[src/dbg_cmp_pkg.sv]
// Package: register map, reset values, trace storage sizes and reset-hold states of the compare and trace read block
package dbg_cmp_pkg;

   // ------------------------------------------------------------
   // Register offsets
   // ------------------------------------------------------------
   localparam logic [3:0] OFF_CMP_A_LOW  = 4'h1;
   localparam logic [3:0] OFF_CMP_B_HIGH = 4'h2;
   localparam logic [3:0] OFF_CMP_B_LOW  = 4'h3;
   localparam logic [3:0] OFF_CMP_C_HIGH = 4'h4;
   localparam logic [3:0] OFF_CMP_C_LOW  = 4'h5;
   localparam logic [3:0] OFF_TRACE_HIGH = 4'h6;
   localparam logic [3:0] OFF_TRACE_LOW  = 4'h7;

   // ------------------------------------------------------------
   // Reset values
   // ------------------------------------------------------------
   localparam logic [7:0] RST_CMP_A_LOW  = 8'h00;
   localparam logic [7:0] RST_CMP_B_HIGH = 8'h00;
   localparam logic [7:0] RST_CMP_B_LOW  = 8'h00;
   localparam logic [7:0] RST_CMP_C_HIGH = 8'h00;
   localparam logic [7:0] RST_CMP_C_LOW  = 8'h00;
   localparam logic [7:0] ZERO_BYTE      = 8'h00;

   // ------------------------------------------------------------
   // Trace storage
   // ------------------------------------------------------------
   localparam int         FIFO_DEPTH  = 8;
   localparam int         PTR_W       = 3;
   localparam logic [2:0] PTR_ONE     = 3'h1;
   localparam logic [3:0] CNT_ONE     = 4'h1;
   localparam logic [3:0] CNT_FULL    = 4'h8;

   // Reset handling: normal reset vs. retained end-trace reset
   typedef enum logic [1:0] {
      HOLD_IDLE   = 2'b00,
      HOLD_ARMED  = 2'b01,
      HOLD_KEPT   = 2'b11
   } hold_state_t;

endpackage : dbg_cmp_pkg

[src/addr_matcher.sv]
// Single 16-bit comparator with bitwise match against a stored value
module addr_matcher (
   // Stored value and observed bus
   input  wire logic [15:0] match_value,
   input  wire logic [15:0] bus_value,
   input  wire logic        enable,
   // Result
   output      logic        hit
);
   logic [15:0] bit_ok;

   genvar i;
   generate
      for (i = 0; i < 16; i++) begin : g_bit
         assign bit_ok[i] = (match_value[i] == bus_value[i]); // [RULE6]
      end
   endgenerate

   assign hit = enable & (&bit_ok);
endmodule : addr_matcher

[src/debug_compare_and_trace_read.sv]
// Compare registers, comparators and trace read port of the on-chip debug unit
//
// The implementer's own choice: the plain strobed port.

// Notes on behaviour
// RULE1 - A low byte matches address bits 7:0
// RULE2 - B high matches address 15:8; ignored full
// RULE3 - B low matches data in full mode
// RULE4 - C high matches address bits 15:8
// RULE5 - C low matches address bits 7:0
// RULE6 - Stored bit equals required bus level
// RULE7 - End-trace reset keeps register contents
// RULE8 - Trace high returns word bits 15:8
// RULE9 - Event-only modes read trace high zero
// RULE10 - Trace low read advances the pointers
// RULE11 - Reader takes high byte before low
// RULE12 - Event-only reader may read low only
// RULE13 - Full: A address, B data; dual: addresses
// RULE14 - Comparators off during debug commands
// RULE15 - Writes to trace bytes change nothing
module debug_compare_and_trace_read (
   // Clock and reset
   input  wire logic        ref_clk,
   input  wire logic        rst,
   // Register port
   input  wire logic [3:0]  reg_addr,
   input  wire logic [7:0]  reg_wdata,
   input  wire logic        reg_write,
   input  wire logic        reg_read,
   output      logic [7:0]  reg_rdata,
   // Unit configuration from control registers outside this block
   input  wire logic        trace_unit_enable,
   input  wire logic        trace_begin_select,
   input  wire logic        full_mode,
   input  wire logic        event_only_mode,
   input  wire logic        cmp_a_high_in,
   input  wire logic [7:0]  cmp_a_match_high,
   // Processor buses
   input  wire logic [15:0] cpu_addr,
   input  wire logic [7:0]  cpu_data,
   input  wire logic        bdm_cmd_active,
   // Trace capture
   input  wire logic        trace_wr_valid,
   input  wire logic [15:0] trace_wr_word,
   // Comparator results and trace word count
   output      logic        match_a,
   output      logic        match_b,
   output      logic        match_c,
   output      logic [3:0]  trace_count
);

   // ------------------------------------------------------------
   // Reset retention
   // ------------------------------------------------------------
   // A reset must be seen before it acts, so the end-trace choice is
   // latched every cycle while out of reset; the async reset itself only
   // clears the visible registers and outputs, never the retained data.
   logic [7:0]  cmp_a_match_low_reg;
   logic [7:0]  cmp_b_match_high_reg;
   logic [7:0]  cmp_b_match_low_reg;
   logic [7:0]  cmp_c_match_high_reg;
   logic [7:0]  cmp_c_match_low_reg;
   logic        end_trace_reg;
   logic        rst_seen_reg;
   logic        keep_reg;
   logic        store_clr_reg;
   logic [7:0]  rdata_reg;
   logic        match_a_reg;
   logic        match_b_reg;
   logic        match_c_reg;
   logic [3:0]  count_reg;

   wire         end_trace_now = trace_unit_enable & ~trace_begin_select;

   // Captures configuration on the clock only; no reset so it survives
   always_ff @(posedge ref_clk) begin
      end_trace_reg <= rst ? end_trace_reg : end_trace_now; // [RULE7]
      rst_seen_reg  <= rst;
   end

   // First edge after release decides whether the values are restored
   always_ff @(posedge ref_clk) begin
      keep_reg <= rst_seen_reg & ~rst & end_trace_reg; // [RULE7]
   end

   // Store clears only on a reset that is not an end-trace reset;
   // an unknown choice at power-up falls to the clearing branch
   always_ff @(posedge ref_clk) begin
      if (rst & end_trace_reg) begin
         store_clr_reg <= 1'b0; // [RULE7]
      end else begin
         store_clr_reg <= rst;
      end
   end

   // ------------------------------------------------------------
   // Register decode
   // ------------------------------------------------------------
   wire wr_a_low  = reg_write & (reg_addr == dbg_cmp_pkg::OFF_CMP_A_LOW);
   wire wr_b_high = reg_write & (reg_addr == dbg_cmp_pkg::OFF_CMP_B_HIGH);
   wire wr_b_low  = reg_write & (reg_addr == dbg_cmp_pkg::OFF_CMP_B_LOW);
   wire wr_c_high = reg_write & (reg_addr == dbg_cmp_pkg::OFF_CMP_C_HIGH);
   wire wr_c_low  = reg_write & (reg_addr == dbg_cmp_pkg::OFF_CMP_C_LOW);
   wire rd_low    = reg_read & (reg_addr == dbg_cmp_pkg::OFF_TRACE_LOW);

   // ------------------------------------------------------------
   // Match registers
   // ------------------------------------------------------------
   // Retained copies live in non-reset shadows; the visible registers
   // take reset values on every reset and reload from them after an end-trace reset ends.
   logic [39:0] shadow_reg;
   wire  [39:0] live_bytes = {cmp_a_match_low_reg, cmp_b_match_high_reg, cmp_b_match_low_reg,
                              cmp_c_match_high_reg, cmp_c_match_low_reg};

   always_ff @(posedge ref_clk) begin
      // Follows the bytes on every edge out of reset except the first after release, so it keeps the pre-reset values
      if (!rst && !rst_seen_reg) begin
         shadow_reg <= live_bytes; // [RULE7]
      end
   end

   always_ff @(posedge ref_clk or posedge rst) begin
      if (rst) begin
         cmp_a_match_low_reg  <= dbg_cmp_pkg::RST_CMP_A_LOW;
         cmp_b_match_high_reg <= dbg_cmp_pkg::RST_CMP_B_HIGH;
         cmp_b_match_low_reg  <= dbg_cmp_pkg::RST_CMP_B_LOW;
         cmp_c_match_high_reg <= dbg_cmp_pkg::RST_CMP_C_HIGH;
         cmp_c_match_low_reg  <= dbg_cmp_pkg::RST_CMP_C_LOW;
      end else if (keep_reg) begin
         cmp_a_match_low_reg  <= shadow_reg[39:32]; // [RULE7]
         cmp_b_match_high_reg <= shadow_reg[31:24];
         cmp_b_match_low_reg  <= shadow_reg[23:16];
         cmp_c_match_high_reg <= shadow_reg[15:8];
         cmp_c_match_low_reg  <= shadow_reg[7:0];
      end else begin
         if (wr_a_low) begin
            cmp_a_match_low_reg <= reg_wdata;
         end
         if (wr_b_high) begin
            cmp_b_match_high_reg <= reg_wdata;
         end
         if (wr_b_low) begin
            cmp_b_match_low_reg <= reg_wdata;
         end
         if (wr_c_high) begin
            cmp_c_match_high_reg <= reg_wdata;
         end
         if (wr_c_low) begin
            cmp_c_match_low_reg <= reg_wdata;
         end
      end
   end

   // ------------------------------------------------------------
   // Comparators
   // ------------------------------------------------------------
   wire         cmp_enable = trace_unit_enable & ~bdm_cmd_active; // [RULE14]
   wire [15:0]  a_value = {cmp_a_match_high, cmp_a_match_low_reg}; // [RULE1]
   wire [15:0]  c_value = {cmp_c_match_high_reg, cmp_c_match_low_reg}; // [RULE4] [RULE5]
   // Full mode: B checks the data byte only; high byte forced to agree
   wire [15:0]  b_value = full_mode ? {8'h00, cmp_b_match_low_reg}
                                    : {cmp_b_match_high_reg, cmp_b_match_low_reg}; // [RULE2]
   wire [15:0]  b_bus   = full_mode ? {8'h00, cpu_data} : cpu_addr; // [RULE3] [RULE13]
   wire         hit_a;
   wire         hit_b;
   wire         hit_c;

   addr_matcher u_cmp_a (
      .match_value (a_value),
      .bus_value   (cpu_addr),
      .enable      (cmp_enable),
      .hit         (hit_a)
   );

   addr_matcher u_cmp_b (
      .match_value (b_value),
      .bus_value   (b_bus),
      .enable      (cmp_enable),
      .hit         (hit_b)
   );

   addr_matcher u_cmp_c (
      .match_value (c_value),
      .bus_value   (cpu_addr),
      .enable      (cmp_enable),
      .hit         (hit_c)
   );

   // ------------------------------------------------------------
   // Trace store
   // ------------------------------------------------------------
   wire [15:0] fifo_word;
   wire [3:0]  fifo_count;

   trace_store u_trace (
      .ref_clk    (ref_clk),
      .rst        (store_clr_reg),
      .keep_state (1'b0),
      .wr_valid   (trace_wr_valid),
      .wr_word    (trace_wr_word),
      .rd_advance (rd_low), // [RULE10] [RULE15]
      .rd_word    (fifo_word),
      .count      (fifo_count)
   );

   // ------------------------------------------------------------
   // Read data
   // ------------------------------------------------------------
   wire [7:0] trace_high = event_only_mode ? dbg_cmp_pkg::ZERO_BYTE : fifo_word[15:8]; // [RULE8] [RULE9]
   logic [7:0] rd_mux;

   always_comb begin
      case (reg_addr)
         dbg_cmp_pkg::OFF_CMP_A_LOW:  rd_mux = cmp_a_match_low_reg;
         dbg_cmp_pkg::OFF_CMP_B_HIGH: rd_mux = cmp_b_match_high_reg;
         dbg_cmp_pkg::OFF_CMP_B_LOW:  rd_mux = cmp_b_match_low_reg;
         dbg_cmp_pkg::OFF_CMP_C_HIGH: rd_mux = cmp_c_match_high_reg;
         dbg_cmp_pkg::OFF_CMP_C_LOW:  rd_mux = cmp_c_match_low_reg;
         dbg_cmp_pkg::OFF_TRACE_HIGH: rd_mux = trace_high;
         dbg_cmp_pkg::OFF_TRACE_LOW:  rd_mux = fifo_word[7:0]; // [RULE10]
         default:                     rd_mux = dbg_cmp_pkg::ZERO_BYTE;
      endcase
   end

   always_ff @(posedge ref_clk or posedge rst) begin
      if (rst) begin
         rdata_reg   <= dbg_cmp_pkg::ZERO_BYTE;
         match_a_reg <= 1'b0;
         match_b_reg <= 1'b0;
         match_c_reg <= 1'b0;
         count_reg   <= 4'h0;
      end else begin
         rdata_reg   <= reg_read ? rd_mux : dbg_cmp_pkg::ZERO_BYTE;
         match_a_reg <= hit_a;
         match_b_reg <= hit_b;
         match_c_reg <= hit_c;
         count_reg   <= fifo_count;
      end
   end

   assign reg_rdata   = rdata_reg;
   assign match_a     = match_a_reg;
   assign match_b     = match_b_reg;
   assign match_c     = match_c_reg;
   assign trace_count = count_reg;

endmodule : debug_compare_and_trace_read

[src/trace_store.sv]
// Eight-word trace store, read pointer advanced by low-byte reads
module trace_store (
   // Clock and reset
   input  wire logic        ref_clk,
   input  wire logic        rst,
   input  wire logic        keep_state,
   // Capture side
   input  wire logic        wr_valid,
   input  wire logic [15:0] wr_word,
   // Read side
   input  wire logic        rd_advance,
   output      logic [15:0] rd_word,
   output      logic [3:0]  count
);
   logic [15:0] mem [0:dbg_cmp_pkg::FIFO_DEPTH-1];
   logic [2:0]  wr_ptr_reg;
   logic [2:0]  rd_ptr_reg;
   logic [3:0]  cnt_reg;
   wire         do_wr = wr_valid & (cnt_reg != dbg_cmp_pkg::CNT_FULL);
   wire         do_rd = rd_advance & (cnt_reg != 4'h0);

   assign rd_word = mem[rd_ptr_reg];
   assign count   = cnt_reg;

   always_ff @(posedge ref_clk) begin
      if (do_wr) begin
         mem[wr_ptr_reg] <= wr_word;
      end
   end

   // Pointers survive a retained reset so the trace can be read after it
   always_ff @(posedge ref_clk or posedge rst) begin
      if (rst) begin
         wr_ptr_reg <= 3'h0;
         rd_ptr_reg <= 3'h0;
         cnt_reg    <= 4'h0;
      end else if (keep_state) begin
         wr_ptr_reg <= wr_ptr_reg; // [RULE7]
      end else begin
         if (do_wr) begin
            wr_ptr_reg <= wr_ptr_reg + dbg_cmp_pkg::PTR_ONE;
         end
         if (do_rd) begin
            rd_ptr_reg <= rd_ptr_reg + dbg_cmp_pkg::PTR_ONE; // [RULE10]
         end
         if (do_wr && !do_rd) begin
            cnt_reg <= cnt_reg + dbg_cmp_pkg::CNT_ONE;
         end else if (do_rd && !do_wr) begin
            cnt_reg <= cnt_reg - dbg_cmp_pkg::CNT_ONE;
         end
      end
   end
endmodule : trace_store

[config.mk]
export PLATFORM = sky130hd
export DESIGN_NAME = debug_compare_and_trace_read
export DESIGN_NICKNAME = d
export VERILOG_FILES = /design/src/dbg_cmp_pkg.sv /design/src/addr_matcher.sv /design/src/debug_compare_and_trace_read.sv /design/src/trace_store.sv
export SDC_FILE = /design/constraint.sdc
export NUM_CORES = 1
export LEC_CHECK = 0
export BUFFER_PORTS_ARGS = -buffer_cell sky130_fd_sc_hd__buf_2
export CORE_MARGIN = 4
export CORE_UTILIZATION = 54
export DETAILED_ROUTE_END_ITERATION = 8
export MAX_ROUTING_LAYER = met4
export PLACE_DENSITY = 0.85
export SLEW_MARGIN = 20
export SYNTH_ARGS = -nofsm -noshare
export SYNTH_HDL_FRONTEND = slang
export SYNTH_SLANG_ARGS = --single-unit
[constraint.sdc]
create_clock -name ref_clk -period 1.53 [get_ports ref_clk]
set_clock_uncertainty 0.05 [all_clocks]
set_input_delay 0.153 -clock ref_clk [delete_from_list [all_inputs] [get_ports ref_clk]]
set_output_delay 0.153 -clock ref_clk [all_outputs]
set_load 0.03 [all_outputs]
==> flow_summary.yaml <==
timing:
  final.setup.tns_ps: -19490
  tightestPinTransition_ps: 768
  max_freq_mhz: 444
  worst_hold_slack_ps: 28.4
  report.final.hold_viol_count: 0
  final.period_utilization_pct: 147
  report.final.slew_viol_count: 0
  timing.final.crit_period_ps: 2250
  final_setup_violations: 141
  worst_slack_ps: -720
  unrepaired_setup_endpoints_after_global_routing: "yes"
  max_slew_margin_pct: 48.7
critical_path:
  critical_path_class: "reg2reg"
  required_ps: 1920
  critical_path.max_fanout: 3
  end_kind: "register"
  r2r_slack_ps: -720
  arrival_ps: 2640
  worstReg2RegStart: "u_trace.count[0]"
  reg2regPathDepth: 9
  r2r-end: "u_trace.count[3]"
  start_kind: "register"
placed_design:
  number_of_cells_after_detailed_placement: 1005
  dpl_cell_area_sq_um: 11400
  post-dp-hpwl_mm: 15.8
  globalplace.congestion: 0.866
  portBuffers: 84
die:
  fp.dieH_um: 144
  site_rows: 49
  floorplan.die_area_sq_um: 20800
  core-area_sq_um: 18100
  die_w_um: 144
  initial_core_util_pct: 55.3
  floorplan.io_pins: 86
clocking:
  insertion_delay_ps: 520
  clock_tree.htree_level_count: 1
  clk_transition_reported_paths_ps: 70
  tritoncts_clock_tree: "yes"
  clock_root_buffer_master: "sky130_fd_sc_hd__clkbuf_16"
  numCtsBuffers: 24
  numClockSinks: 237
  ctsLongestPathBuffers: 3
layout:
  largest_register_ffs: 128
  final_core_util_pct: 71.4
  fillCellCount: 1093
  stdcell_area_sq_um: 12900
  finish.net_count: 933
  final_cell_count_no_fill: 1103
  syn2layout_area_growth_pct: 29.2
  layout-drive-gt1-share_pct: 33.8
  antenna_cells: 0
logic_synthesis:
  leading_cell_types_by_total_area_after_synthesis: "sky130_fd_sc_hd__edfxtp_1, sky130_fd_sc_hd__dfrtp_1, sky130_fd_sc_hd__mux2i_1"
  post_synth_num_cell_types: 48
  netlist_instances: 654
  synth_async_sr_flop_share_pct: 27.4
  synth_ff_type: "sky130_fd_sc_hd__edfxtp_1"
  postSynthAreaPerCell_sq_um: 15.3
  yosysSeqAreaShare_pct: 67.6
  syn_nets: 731
  synth-warning-count: 0
  synthDominantCellAreaShare_pct: 50.8
  cell_area_after_synthesis_sq_um: 10000
  synthMostInstantiatedCell: "sky130_fd_sc_hd__edfxtp_1"
  synth.ff_latch_count: 237
  post-synth-top-area-cell: "sky130_fd_sc_hd__edfxtp_1"
  ys_top_cells_by_count: "sky130_fd_sc_hd__edfxtp_1, sky130_fd_sc_hd__mux2i_1, sky130_fd_sc_hd__dfrtp_1"
  post_synth_edffs: 169
flow_run:
  max_cap_viol_count: 0
route:
  drc: 0
  route.vias.total: 6534
  totalWireLength_mm: 25.0
  detail-route-antenna-nets: 0
  drt-vias-per-instance: 5.92
  initialDrtViolationCount: 650
  detail_route.wl_per_cell_um: 22.7
  drt_first_pass_iters: 5
global_routing:
  grt_first_pass_wirelength_mm: 38.7
  grt_remaining_overflow: 0
  grt_start_max_net_pins: 56
  grt_use_total_pct: 25.0
  grt_antenna_before_repair: 0
  first_global_vias: 6882
worst_hold_path:
  min_delay_endpoint: "u_trace.wr_ptr_reg[0]"
  hold-path-cell-count: 5
  min_from: "trace_wr_valid"
  holdCritPathClass: "in2reg"
run_status:
  run_status: "finished with violations"
  failing_checks: "setup timing"
power:
  cellLeakagePower_nw: 5.04
  worst_ir_drop_vdd_mv: 1.34
  power_per_cell_area_nw_per_um2: 1600
-- critical path: stages (launching register included) --
cell and delay, ps:
sky130_fd_sc_hd__dfrtp_2 410, sky130_fd_sc_hd__or3_4 380, sky130_fd_sc_hd__o21ai_4 180, sky130_fd_sc_hd__ha_4 180
sky130_fd_sc_hd__inv_6 40, sky130_fd_sc_hd__ha_4 200, sky130_fd_sc_hd__a21o_1 190, sky130_fd_sc_hd__a21oi_4 150
sky130_fd_sc_hd__mux2i_1 250, sky130_fd_sc_hd__xnor2_1 140
-- layout by cell type, fill, tap and decap left out, types with 4 or more instances in the layout --
master and count:
sky130_fd_sc_hd__a21oi_1 17, sky130_fd_sc_hd__a222oi_1 8, sky130_fd_sc_hd__a22o_1 8, sky130_fd_sc_hd__a22oi_1 13, sky130_fd_sc_hd__buf_12 17, sky130_fd_sc_hd__buf_2 84, sky130_fd_sc_hd__buf_4 66, sky130_fd_sc_hd__buf_6 4
sky130_fd_sc_hd__clkbuf_1 9, sky130_fd_sc_hd__clkbuf_16 26, sky130_fd_sc_hd__clkinv_2 4, sky130_fd_sc_hd__dfrtp_1 60, sky130_fd_sc_hd__dfrtp_2 5, sky130_fd_sc_hd__dlygate4sd3_1 31, sky130_fd_sc_hd__edfxtp_1 169, sky130_fd_sc_hd__mux2_2 11
sky130_fd_sc_hd__mux2i_1 62, sky130_fd_sc_hd__mux2i_2 7, sky130_fd_sc_hd__mux4_2 16, sky130_fd_sc_hd__nand2_1 44, sky130_fd_sc_hd__nand3_1 6, sky130_fd_sc_hd__nand3_2 4, sky130_fd_sc_hd__nor2_1 7, sky130_fd_sc_hd__nor2_4 4
sky130_fd_sc_hd__nor2b_1 13, sky130_fd_sc_hd__nor3_1 4, sky130_fd_sc_hd__nor3_4 4, sky130_fd_sc_hd__nor4_1 6, sky130_fd_sc_hd__o21ai_0 32, sky130_fd_sc_hd__o21ai_1 9, sky130_fd_sc_hd__o221ai_1 4, sky130_fd_sc_hd__xnor2_1 8
sky130_fd_sc_hd__xor2_1 46
-- through the flow --
step | total power, mW | setup WS [ps]
after floorplan | 12.0 | -664
after global placement | 13.7 | -615
after detailed placement | 14.0 | -776
after CTS | 20.3 | -723
after global routing | 21.5 | -806
final | 20.6 | -720
-- layer usage --
layer	GRT usage, %	wire, um
met1	31.5	10000
met2	42.2	12600
met3	4.56	1750
met4	6.79	615
met5	-	0
-- cell type report --
cell class | count | area (sq um) | area share, %
flip-flops and latches | 237 | 6770 | 52.4
multi-input cells | 383 | 3410 | 26.4
clock buffers | 36 | 676 | 5.23
inverters | 5 | 32.5 | 0.252
repair buffers | 205 | 1690 | 13.1
clock inverters | 8 | 56.3 | 0.436
well taps | 229 | 287 | 2.22
-- cells by family (layout without fill, tap and decap cells) --
group | count (synthesis) | count (layout) | share of synthesized area, %
AO/OA/AOI/OAI | 105 | 105 | 6.82
XOR/XNOR | 55 | 55 | 4.82
adder cells (fa/ha/maj) | 6 | 6 | 0.826
buffers and inverters | 34 | 254 | 1.70
flip-flops | 237 | 237 | 67.6
multiplexers | 100 | 100 | 12.2
AND/OR/NAND/NOR | 117 | 117 | 6.03
-- timing repair --
| item | CTS | global route |
|---|---|---|
| gates cloned | 2 | 2 |
| hold endpoints to repair | 211 | 0 |
| buffers inserted | 12 | 9 |
| hold buffers | 31 | 0 |
| pin swaps | 14 | 11 |
| endpoints found under the setup margin | 143 | 144 |
| gates resized for setup | 30 | 16 |
-- worst max path at each step --
stage                          start               end
finish              u_trace.count[0]  u_trace.count[3]
global route        u_trace.count[0]  u_trace.count[3]
CTS                 u_trace.count[1]  u_trace.count[3]
detailed placement  u_trace.count[2]  u_trace.count[3]
global placement    u_trace.count[0]  u_trace.count[3]
floorplan           u_trace.count[0]  u_trace.count[3]
-- power breakdown --
part	internal, mW	total, mW	leakage [nW]	switching, mW
combinational	3.27	6.46	2.30	3.19
clock	3.07	5.46	0.356	2.39
sequential	8.02	8.71	2.38	0.689
total	14.4	20.6	5.04	6.27
(Power assumes the default switching activity.)
